### src/hdl/rsc_map.vh
`ifndef RSC_MAP_VH
`define RSC_MAP_VH
// Register byte offsets
`define RSC_OFF_STATUS   8'h00
`define RSC_OFF_MODE     8'h04
`define RSC_OFF_CAUSE    8'h08
`define RSC_OFF_INT_STAT 8'h0C
`define RSC_OFF_INT_MASK 8'h10
`define RSC_OFF_CTRL     8'h14
// Status fields
`define RSC_ST_TIMEOUT   0
`define RSC_ST_POWERDOWN 1
// Power modes
`define RSC_MODE_FAST    2'h0
`define RSC_MODE_SLOW    2'h1
`define RSC_MODE_IDLE    2'h2
`define RSC_MODE_SLEEP   2'h3
// Reset cause codes
`define RSC_CAUSE_NONE   2'h0
`define RSC_CAUSE_POR    2'h1
`define RSC_CAUSE_LVR    2'h2
`define RSC_CAUSE_WDT    2'h3
// Cause register fields
`define RSC_CA_CODE_LSB  0
`define RSC_CA_MODE_LSB  2
`define RSC_CA_SLEEPWDT  4
// Event bits in interrupt status and mask
`define RSC_EV_POR       0
`define RSC_EV_LVR       1
`define RSC_EV_WDT_RUN   2
`define RSC_EV_WDT_SLEEP 3
// Control fields
`define RSC_CT_INT_EN    0
`define RSC_CT_TMR_EN    1
`define RSC_CT_IO_OUT    2
// Reset values
`define RSC_RST_MODE     2'h0
`define RSC_RST_CTRL     3'h0
`define RSC_RST_MASK     4'h0
`endif

### src/hdl/rsc_cause_decode.v
`include "rsc_map.vh"
// Picks the winning reset source and the flag values it leaves behind
module rsc_cause_decode (
	input  wire       por_event,
	input  wire       lvr_event,
	input  wire       wdt_event,
	input  wire [1:0] mode,
	input  wire       timeout_in,
	input  wire       powerdown_in,
	output reg  [1:0] cause,
	output reg        sleep_wdt,
	output reg        timeout_out,
	output reg        powerdown_out
);
	wire low_power;

	assign low_power = (mode == `RSC_MODE_IDLE) || (mode == `RSC_MODE_SLEEP);

	// Power-on dominates; the voltage monitor is off while idle or sleeping
	always @* begin
		cause         = `RSC_CAUSE_NONE;
		sleep_wdt     = 1'b0;
		timeout_out   = timeout_in;
		powerdown_out = powerdown_in;
		if (por_event) begin
			cause         = `RSC_CAUSE_POR;
			timeout_out   = 1'b0;
			powerdown_out = 1'b0;
		end else if (lvr_event && !low_power) begin
			cause = `RSC_CAUSE_LVR;
		end else if (wdt_event) begin
			cause       = `RSC_CAUSE_WDT;
			timeout_out = 1'b1;
			if (low_power) begin
				sleep_wdt     = 1'b1;
				powerdown_out = 1'b1;
			end
		end
	end
endmodule

### src/hdl/rsc_reset_state_control.v
// Implementation choices: the APB slave port and the address map.
`include "rsc_map.vh"

// Reset sources arrive as one-cycle requests on por_event, lvr_event
// and wdt_event. A request held high for several cycles is taken as
// several requests, one per edge.
// Priority is power-on, then low voltage, then watchdog. The voltage
// monitor is off while idle or sleeping, so a low voltage request in
// those modes is dropped without trace.
// A watchdog while idle or sleeping only restarts the core: program
// counter and stack pointer clear and both flags are set. The control
// bits, the mask and the pin directions stay as software left them.
// All register effects land at the edge that takes the request. The
// pulses toward the core come from flip-flops loaded at that same edge.
// Limitation: the bus reset input clears every register, the mask
// included, whereas a power-on request leaves the mask alone.
module rsc_reset_state_control (
	input  wire        clock,
	input  wire        reset,
	input  wire        por_event,
	input  wire        lvr_event,
	input  wire        wdt_event,
	input  wire        psel,
	input  wire        penable,
	input  wire        pwrite,
	input  wire [7:0]  paddr,
	input  wire [31:0] pwdata,
	output reg  [31:0] prdata,
	output reg         pready,
	output reg         pslverr,
	output reg         irq,
	output reg         timeout_flag,
	output reg         powerdown_flag,
	output reg         pc_clear,
	output reg         sp_clear,
	output reg         sp_top,
	output reg         core_reset,
	output reg         watchdog_timer_clear,
	output reg         time_base_clear,
	output reg         watchdog_timer_run,
	output reg         int_enable,
	output reg         timer_enable,
	output reg         io_output_enable
);
	// Register state
	reg  [1:0] mode_q;
	reg  [1:0] mode_d;
	reg  [4:0] cause_q;
	reg  [4:0] cause_d;
	reg  [3:0] int_stat_q;
	reg  [3:0] int_stat_d;
	reg  [3:0] int_mask_q;
	reg  [3:0] int_mask_d;
	reg  [2:0] ctrl_q;
	reg  [2:0] ctrl_d;
	reg        timeout_d;
	reg        powerdown_d;
	reg  [31:0] rdata_d;
	reg        err_d;
	reg  [3:0] events;

	wire       setup_phase;
	wire       wr_take;
	wire [1:0] cause_now;
	wire       sleep_wdt_now;
	wire       timeout_next;
	wire       powerdown_next;
	wire       any_reset;
	wire       full_reset;
	wire       wr_mode;
	wire       wr_ctrl;
	wire       wr_stat;
	wire       wr_mask;
	wire       sleep_entry;

	// Write strobe for one register offset, taken at the access edge
	function write_hit;
		input       take;
		input [7:0] addr;
		input [7:0] offset;
		begin
			write_hit = take && (addr == offset);
		end
	endfunction

	// Address decode used by both the read and the write path
	function mapped;
		input [7:0] addr;
		begin
			mapped = (addr == `RSC_OFF_STATUS) || (addr == `RSC_OFF_MODE) ||
			         (addr == `RSC_OFF_CAUSE) || (addr == `RSC_OFF_INT_STAT) ||
			         (addr == `RSC_OFF_INT_MASK) || (addr == `RSC_OFF_CTRL);
		end
	endfunction

	assign setup_phase = psel && !penable;
	// Writes land at the access edge, with pready already high
	assign wr_take     = psel && penable && pready && pwrite;

	// Source and mode are sampled in the same cycle the event arrives
	rsc_cause_decode u_decode (
		.por_event     (por_event),
		.lvr_event     (lvr_event),
		.wdt_event     (wdt_event),
		.mode          (mode_q),
		.timeout_in    (timeout_flag),
		.powerdown_in  (powerdown_flag),
		.cause         (cause_now),
		.sleep_wdt     (sleep_wdt_now),
		.timeout_out   (timeout_next),
		.powerdown_out (powerdown_next)
	);

	assign any_reset  = (cause_now != `RSC_CAUSE_NONE);
	// A running watchdog reset is a full reset, the same as low voltage
	assign full_reset = any_reset && !sleep_wdt_now;

	// Per-register write strobes; each lands once, at the access edge
	assign wr_mode     = write_hit(wr_take, paddr, `RSC_OFF_MODE);
	assign wr_ctrl     = write_hit(wr_take, paddr, `RSC_OFF_CTRL);
	assign wr_stat     = write_hit(wr_take, paddr, `RSC_OFF_INT_STAT);
	assign wr_mask     = write_hit(wr_take, paddr, `RSC_OFF_INT_MASK);
	// Software entering idle or sleep; a reset in the same cycle still wins
	assign sleep_entry = wr_mode && (pwdata[1:0] == `RSC_MODE_IDLE || pwdata[1:0] == `RSC_MODE_SLEEP);

	// Event vector for the sticky interrupt status
	always @* begin
		events = 4'h0;
		events[`RSC_EV_POR]       = (cause_now == `RSC_CAUSE_POR);
		events[`RSC_EV_LVR]       = (cause_now == `RSC_CAUSE_LVR);
		events[`RSC_EV_WDT_RUN]   = (cause_now == `RSC_CAUSE_WDT) && !sleep_wdt_now;
		events[`RSC_EV_WDT_SLEEP] = sleep_wdt_now;
	end

	// Flags: reset events win over software mode entry
	always @* begin
		timeout_d   = timeout_flag;
		powerdown_d = powerdown_flag;
		if (any_reset) begin
			timeout_d   = timeout_next;
			powerdown_d = powerdown_next;
		end else if (sleep_entry) begin
			// Entering a low power mode marks power-down and clears time-out
			timeout_d   = 1'b0;
			powerdown_d = 1'b1;
		end
	end

	// Mode: a full reset returns to fast; a sleeping watchdog wakes to fast too
	// The old mode is still in mode_q this cycle, so the decoder sees the
	// mode that was in force when the request arrived
	always @* begin
		mode_d = mode_q;
		if (any_reset)
			mode_d = `RSC_MODE_FAST;
		else if (wr_mode)
			mode_d = pwdata[1:0];
	end

	// Cause record holds the mode that was in force when the reset hit
	always @* begin
		cause_d = cause_q;
		if (any_reset)
			cause_d = {sleep_wdt_now, mode_q, cause_now};
	end

	// Control: full resets drop interrupts, timers and pin drive
	always @* begin
		ctrl_d = ctrl_q;
		if (full_reset)
			ctrl_d = `RSC_RST_CTRL;
		else if (wr_ctrl)
			ctrl_d = pwdata[2:0];
	end

	// Sticky events; a set in the clearing cycle survives
	// Clearing first and setting after keeps an event that races a
	// software clear, so no reset cause is ever lost
	always @* begin
		int_stat_d = int_stat_q;
		if (wr_stat)
			int_stat_d = int_stat_q & ~pwdata[3:0];
		int_stat_d = int_stat_d | events;
	end

	// Mask survives everything but the bus reset, so wake causes stay visible
	always @* begin
		int_mask_d = int_mask_q;
		if (wr_mask)
			int_mask_d = pwdata[3:0];
	end

	// Read data is prepared in setup so the access phase needs no wait
	always @* begin
		rdata_d = 32'h0000_0000;
		err_d   = !mapped(paddr);
		case (paddr)
			`RSC_OFF_STATUS: begin
				rdata_d[`RSC_ST_TIMEOUT]   = timeout_flag;
				rdata_d[`RSC_ST_POWERDOWN] = powerdown_flag;
			end
			`RSC_OFF_MODE:     rdata_d[1:0] = mode_q;
			`RSC_OFF_CAUSE:    rdata_d[4:0] = cause_q;
			`RSC_OFF_INT_STAT: rdata_d[3:0] = int_stat_q;
			`RSC_OFF_INT_MASK: rdata_d[3:0] = int_mask_q;
			`RSC_OFF_CTRL:     rdata_d[2:0] = ctrl_q;
			default:           rdata_d = 32'h0000_0000;
		endcase
	end

	// Bus slave timing: one setup, one access cycle
	// Read data is latched at setup, so a value that changes during the
	// access cycle shows on the next read, not this one
	always @(posedge clock) begin
		if (reset) begin
			prdata  <= 32'h0000_0000;
			pready  <= 1'b0;
			pslverr <= 1'b0;
		end else begin
			pready  <= setup_phase;
			pslverr <= setup_phase && err_d;
			if (setup_phase && !pwrite)
				prdata <= rdata_d;
			else if (!psel)
				prdata <= 32'h0000_0000;
		end
	end

	// Register state update
	always @(posedge clock) begin
		if (reset) begin
			mode_q         <= `RSC_RST_MODE;
			cause_q        <= 5'h00;
			int_stat_q     <= 4'h0;
			int_mask_q     <= `RSC_RST_MASK;
			ctrl_q         <= `RSC_RST_CTRL;
			timeout_flag   <= 1'b0;
			powerdown_flag <= 1'b0;
		end else begin
			mode_q         <= mode_d;
			cause_q        <= cause_d;
			int_stat_q     <= int_stat_d;
			int_mask_q     <= int_mask_d;
			ctrl_q         <= ctrl_d;
			timeout_flag   <= timeout_d;
			powerdown_flag <= powerdown_d;
		end
	end

	// Effect pulses toward the core, one cycle after the event
	// Registered so the core sees clean one-cycle strobes; they change
	// at the same edge as the flag update
	always @(posedge clock) begin
		if (reset) begin
			pc_clear             <= 1'b0;
			sp_clear             <= 1'b0;
			sp_top               <= 1'b0;
			core_reset           <= 1'b0;
			watchdog_timer_clear <= 1'b0;
			time_base_clear      <= 1'b0;
		end else begin
			pc_clear             <= any_reset;
			sp_clear             <= sleep_wdt_now;
			sp_top               <= full_reset;
			core_reset           <= full_reset;
			watchdog_timer_clear <= full_reset;
			time_base_clear      <= full_reset;
		end
	end

	// Level outputs; watchdog keeps counting straight after its clear
	// The enables follow the next control value, so a write or a reset
	// clear reaches the pins at the same edge as the register
	always @(posedge clock) begin
		if (reset) begin
			watchdog_timer_run <= 1'b0;
			int_enable         <= 1'b0;
			timer_enable       <= 1'b0;
			io_output_enable   <= 1'b0;
			irq                <= 1'b0;
		end else begin
			watchdog_timer_run <= 1'b1;
			int_enable         <= ctrl_d[`RSC_CT_INT_EN];
			timer_enable       <= ctrl_d[`RSC_CT_TMR_EN];
			io_output_enable   <= ctrl_d[`RSC_CT_IO_OUT];
			irq                <= |(int_stat_d & int_mask_d);
		end
	end
endmodule

### config.mk
export PLATFORM = sky130hd
export DESIGN_NAME = rsc_reset_state_control
export DESIGN_NICKNAME = d
export VERILOG_FILES = /design/src/hdl/rsc_cause_decode.v /design/src/hdl/rsc_reset_state_control.v
export VERILOG_INCLUDE_DIRS = /design/src /design/src/hdl
export SDC_FILE = /design/constraint.sdc
export NUM_CORES = 1
export LEC_CHECK = 0
export BUFFER_PORTS_ARGS = -buffer_cell sky130_fd_sc_hd__buf_2
export CAP_MARGIN = 5
export CORE_AREA = 5 5 92 51
export CTS_BUF_LIST = sky130_fd_sc_hd__clkbuf_4
export DETAILED_ROUTE_END_ITERATION = 16
export DIE_AREA = 0 0 97 56
export GPL_TIMING_DRIVEN = 0
export PLACE_DENSITY = 0.8
export RECOVER_POWER = 25
export SLEW_MARGIN = 20
export SYNTH_ARGS = -nofsm -noshare
export SYNTH_HDL_FRONTEND = slang
export SYNTH_HIERARCHICAL = 1
export SYNTH_SLANG_ARGS = --single-unit
### constraint.sdc
create_clock -name clock -period 1.9 [get_ports clock]
set_input_delay 0.285 -clock clock [delete_from_list [all_inputs] [get_ports clock]]
set_output_delay 0.285 -clock clock [all_outputs]
set_load 0.1 [all_outputs]
Word-level counts from Yosys, hierarchy flattened:

Cells that the tools add are included.

* reductions and logical operators: 33
* div/mod/pow operators: 0
* multiplexer cells: 29
* eq/ne operators: 16
* magnitude comparators: 0
* multiply operators: 0
* shift-type cells: 0
* $add $sub $neg: 0
* bitwise logic cells: 4

Operators by type and width (number)
* $mux 1: 17
* $eq 8x4->1 const B: 2
* $eq 8x5->1 const B: 2
* $logic_and 1x1->1: 14
* $eq 2x2->1 const B: 6
* $pmux 2 s6: 1
* $mux 5: 2
* $and 4x4->4: 2
* $eq 8x3->1 const B: 1
* $logic_not 8->1: 1
* $mux 4: 2
* $logic_or 1x1->1: 7
* $mux 2: 3
* $mux 3: 2
* $ne 3x3->1 const B: 2
* $logic_not 1->1: 5
* $not 4->4: 1
* $or 4x4->4: 1
* $pmux 1 s4: 1
* $reduce_and 4->1: 1
* $reduce_bool 2->1: 2
* $reduce_or 4->1: 1
* $ne 3x2->1 const B: 1
* $pmux 1 s3: 1
* other kinds (4): 4

* latch bits: 0
* memory bits (read-only): 0
* memory bits (writable): 0
* flip-flop bits (word level): 35
* logic and storage cells: 100
* memories kept: 0

Logic depth before layout (Yosys ltp):

* depth in word-level cells: 11
* gate-level depth with buffers: 7

Hierarchy:

The synthesis kept the hierarchy.

Modules (own cells, without submodules)
* rsc_reset_state_control: cells each 176, instances 1, area an instance 1582.8 sq um
* rsc_cause_decode: cells each 10, instances 1, area an instance 66.3 sq um

Worst setup path before layout:

OpenSTA, ideal clock, no wires.

* kind: register to register
* start: reg pready
* end: reg irq
* arrival time: 2.084 ns
* library setup time: 0.115 ns
* path buffers: 1
* slack: -0.299 ns
* period minus slack after synthesis: 2.199 ns
* stages on the path, launching flop included: 7
* cells stage by stage: dfxtp_1 > and4_1 > and4b_1 > buf_2 > mux2i_1 > o22ai_1 > o21a_1

* cells in the longest elaborated chain, start to end: 7
* elaborated cells between the ends (all ways): 9
* those cells by class: mux (2); bitwise (2); reduce/logical (5)

RTL lines
* from (decl): RTL line rsc_reset_state_control.v:29 `output reg pready,`
* from (signal assigned): RTL line rsc_reset_state_control.v:220 `pready <= setup_phase;`
* $logic_and 1x1->1 (*) (2 in series): RTL line rsc_reset_state_control.v:98 `assign wr_take = psel && penable && pready && pwrite;`
* $logic_and 1x1->1: RTL line rsc_reset_state_control.v:82 `write_hit = take && (addr == offset);`
* $mux 4: RTL line rsc_reset_state_control.v:181 `if (wr_stat)`
* $or 4x4->4: RTL line rsc_reset_state_control.v:183 `int_stat_d = int_stat_d | events;`
* $and 4x4->4 (*): RTL line rsc_reset_state_control.v:286 `irq <= |(int_stat_d & int_mask_d);`
* $reduce_or 4->1 (*): RTL line rsc_reset_state_control.v:286
* to (signal assigned): RTL line rsc_reset_state_control.v:286
* to (decl): RTL line rsc_reset_state_control.v:31 `output reg irq,`

Every way passes the cells marked *; elsewhere a longest branch is shown, timed or not.
A chain may end at the register's enable or synchronous reset.

Final worst setup path:

* start: reg mode_q[1]
* end: reg ctrl_q[2]

* cells in the longest elaborated chain, start to end: 9
* elaborated cells between the ends (all ways): 15
* those cells by class: eq/ne (2); mux (7); reduce/logical (6)

RTL lines
* from (decl): RTL line rsc_reset_state_control.v:46 `reg [1:0] mode_q;`
* from (signal assigned): RTL line rsc_reset_state_control.v:232 `` mode_q <= `RSC_RST_MODE; ``
* from (signal assigned): RTL line rsc_reset_state_control.v:240 `mode_q <= mode_d;`
* $eq 2x2->1 (no line)
* $logic_or 1x1->1 (*): RTL line rsc_cause_decode.v:17 `` assign low_power = (mode == `RSC_MODE_IDLE) || (mode == `RSC_MODE_SLEEP); ``
* $logic_not 1->1 (*): RTL line rsc_cause_decode.v:29 `end else if (lvr_event && !low_power) begin`
* $logic_and 1x1->1 (*): RTL line rsc_cause_decode.v:29
* $mux 2 (*): RTL line rsc_cause_decode.v:29
* $mux 2 (*): RTL line rsc_cause_decode.v:25 `if (por_event) begin`
* via cause_now[0]: RTL line rsc_reset_state_control.v:64 `wire [1:0] cause_now;`
* $reduce_bool 2->1 (no line) (*)
* $logic_and 1x1->1 (*): RTL line rsc_reset_state_control.v:116 `assign full_reset = any_reset && !sleep_wdt_now;`
* $mux 3 (*): RTL line rsc_reset_state_control.v:170 `if (full_reset)`
* to (signal assigned): RTL line rsc_reset_state_control.v:236 `` ctrl_q <= `RSC_RST_CTRL; ``
* to (signal assigned): RTL line rsc_reset_state_control.v:244 `ctrl_q <= ctrl_d;`
* to (decl): RTL line rsc_reset_state_control.v:54 `reg [2:0] ctrl_q;`

Mark *: on every way through the listed nets, which the timed path passes. The rest lies on a longest branch.

==> flow_metrics.env <==
export IMPL_postCtsSetupBuffers=0
export IMPL_grt_usage=0.151
export IMPL_hp_class="in -> reg"
export IMPL_synth_area_um2=1650
export IMPL_avgSynthCellArea_um2=8.87
export IMPL_path_cells="nand2b_4, a21o_2, nor2_1, o21ai_0, nor2_1"
export IMPL_cp_arrival_ps=2000
export IMPL_syn_to_final_growth_pct=23.4
export IMPL_numCtsBuffers=5
export IMPL_drt_iter0_drc=136
export IMPL_powerDensity_nw_per_um2=774
export IMPL_grt_max_degree=11
export IMPL_hold_violations=0
export IMPL_syn_inst=186
export IMPL_finalNonFillerCells=309
export IMPL_portBuffers=38
export IMPL_cts_max_path_buffers=2
export IMPL_die_y_um=56
export IMPL_cp_endpoint="ctrl_q[2]"
export IMPL_antenna_found_initial=0
export IMPL_wl_met3_um=459
export IMPL_fillers=395
export IMPL_yosys_warnings=6
export IMPL_num_vias=1482
export IMPL_dr_pass1_iters=4
export IMPL_critPathMaxStageDelay_ps=450
export IMPL_status="completed"
export IMPL_required_ps=2160
export IMPL_ys_flop_type="dfxtp_1"
export IMPL_hpwl_um=3350
export IMPL_core_area_um2=3780
export IMPL_drc_errors=0
export IMPL_ir_drop_mv=0.319
export IMPL_ys_seq_elements=32
export IMPL_fin_nets=305
export IMPL_grt_pass1_wl_um=6560
export IMPL_p_leak_nw=0.971
export IMPL_antenna_cells=0
export IMPL_critPathTopFamily="simple AND/OR/NAND/NOR gates"
export IMPL_path_buf_inv=0
export IMPL_synth_seq_area_share=0.388
export IMPL_crit_path_frequent_cell="nor2_1"
export IMPL_clock_sinks=32
export IMPL_grt_pass1_vias=1280
export IMPL_die_x_um=97
export IMPL_hold_ws_ps=153
export IMPL_r2r_end="ctrl_q[2]"
export IMPL_postRouteAntennaNets=0
export IMPL_clk_pin_slew_ps=90
export IMPL_cap_violations=0
export IMPL_crit_type="reg -> reg"
export IMPL_htreeDepth=2
export IMPL_viasPerCell=4.80
export IMPL_final_period_utilization=0.912
export IMPL_synth_edff_count=0
export IMPL_insertion_delay_ps=330
export IMPL_r2r_start="mode_q[1]"
export IMPL_tightest_slew_ps=548
export IMPL_cp_depth=5
export IMPL_rows=16
export IMPL_wl_per_cell_um=13.3
export IMPL_fin_skew_ps=9.62
export IMPL_met2_length_um=1750
export IMPL_wl_met1_um=1870
export IMPL_async_flop_share=0
export IMPL_crit_fanout=8
export IMPL_cts_resized=0
export IMPL_finalSetupViolations=0
export IMPL_gp_congestion=0.901
export IMPL_routed_wl_um=4120
export IMPL_layout_min_cycle_time_ps=1730
export IMPL_die_area_um2=5430
export IMPL_reg2reg_depth=5
export IMPL_end_kind="flip-flop"
export IMPL_cts_hold_buf=0
export IMPL_rsz0062_at_grt="false"
export IMPL_cts_tree="yes"
export IMPL_slew_viol_final=0
export IMPL_overflow=0
export IMPL_relSlewSlack=0.633
export IMPL_dp_cells=304
export IMPL_startpoint="mode_q[1]"
export IMPL_critical_path_slowest_cell="nor2_1"
export IMPL_fmax_mhz=577
export IMPL_clk_root_buffer_cell="clkbuf_4"
export IMPL_ios=95
export IMPL_drive_above_1_share=0.318
export IMPL_start_kind="flip-flop"
export IMPL_synth_distinct_cells=41
export IMPL_start_util=0.436
export IMPL_highest_layer="met4"
export IMPL_rrSetupSlack_ps=170
synthesized netlist by cell type, types with 3 or more instances:
master / instances / area (µm²)
dfxtp_1: 32 / 641
o21ai_0: 3 / 15.0
mux2i_1: 10 / 100
o22ai_1: 5 / 31.3
nor3_1: 5 / 25.0
buf_4: 31 / 233
a21oi_1: 15 / 75.1
a211oi_1: 4 / 30.0
inv_1: 8 / 30.0
nand2_1: 12 / 45.0
nor2_1: 25 / 93.8
cells in the final DEF, fill, tap and decap left out, drive strengths merged:
cell type / count
nand2: 12
or3: 1
a21oi: 15
or3b: 1
clkbuf: 14
o32ai: 1
a32oi: 2
nand2b: 2
and2: 1
conb: 27
and3: 1
mux2: 2
nand4: 2
nand4b: 1
nor3: 5
a2111oi: 1
nand4bb: 1
nor4b: 2
a21o: 1
nor4: 1
o21a: 1
and4b: 1
mux2i: 10
nor2: 25
o21ai: 3
mux4: 2
dfxtp: 32
and4: 1
nand3: 2
a211oi: 4
a22o: 1
nor2b: 2
o211a: 1
buf: 64
inv: 8
o22ai: 5
cell families after synthesis:
group,after synthesis,synth area share
other,1,0.00227
multiplexers,14,0.102
AND/OR/NAND/NOR,61,0.204
buffers and inverters,43,0.169
flip-flops,32,0.388
AO/OA/AOI/OAI,35,0.134
layer usage:
metal,global-route usage,up-vias
met4,0.0500,0
met2,0.204,72
met1,0.214,670
li1,-,735
met5,0,-
met3,0.0638,5
flip-flops by register name, indices dropped and copies added, names as in the netlist:
signal / flops
mode_q: 2
pready: 1
powerdown_flag: 1
timeout_flag: 1
int_mask_q: 4
pc_clear: 1
sp_clear: 1
cause_q: 5
pslverr: 1
watchdog_timer_run: 1
int_stat_q: 4
prdata: 5
irq: 1
ctrl_q: 3
time_base_clear: 1
per-stage QoR:
step	TNS (ps)	utilization	setup slack, ps	instance area, µm²	power (mW)
after floorplan	0	-	26.5	1750	1.18
after CTS	0	0.540	198	2040	1.58
after detailed placement	-61.0	0.530	-61.0	2010	1.25
final	0	0.538	167	2030	1.57
after global placement	-29.2	0.530	-29.2	2010	1.25
after global routing	0	0.538	11.4	2030	1.63
power breakdown:
part | switching (mW) | internal (mW)
Sequential | 0.0127 | 0.690
Combinational | 0.433 | 0.101
Clock | 0.214 | 0.123
Total | 0.661 | 0.914
worst min-delay path by stage:
| stage | cells after the start | from | to | slack (ps) |
|---|---|---|---|---|
| after detailed placement | 2 | cause_q[4] | cause_q[4] | 470 |
| after global placement | 2 | cause_q[2] | cause_q[2] | 460 |
| after CTS | 2 | penable | pready | 150 |
| after global routing | 2 | penable | pready | 150 |
| after floorplan | 1 | penable | pready | 350 |
| final | 2 | penable | pready | 150 |
layout make-up:
type                    instances  area, µm²  share of cell area
multi-input cells             137        821               0.403
flip-flops and latches         32        642               0.315
plain buffers                  35        249               0.122
repair buffers                 38        188              0.0923
well taps                      54       67.6              0.0332
clock buffers                   5       37.5              0.0185
inverters                       8       30.0              0.0148
No activity file was read; power rests on OpenSTA's default activity.
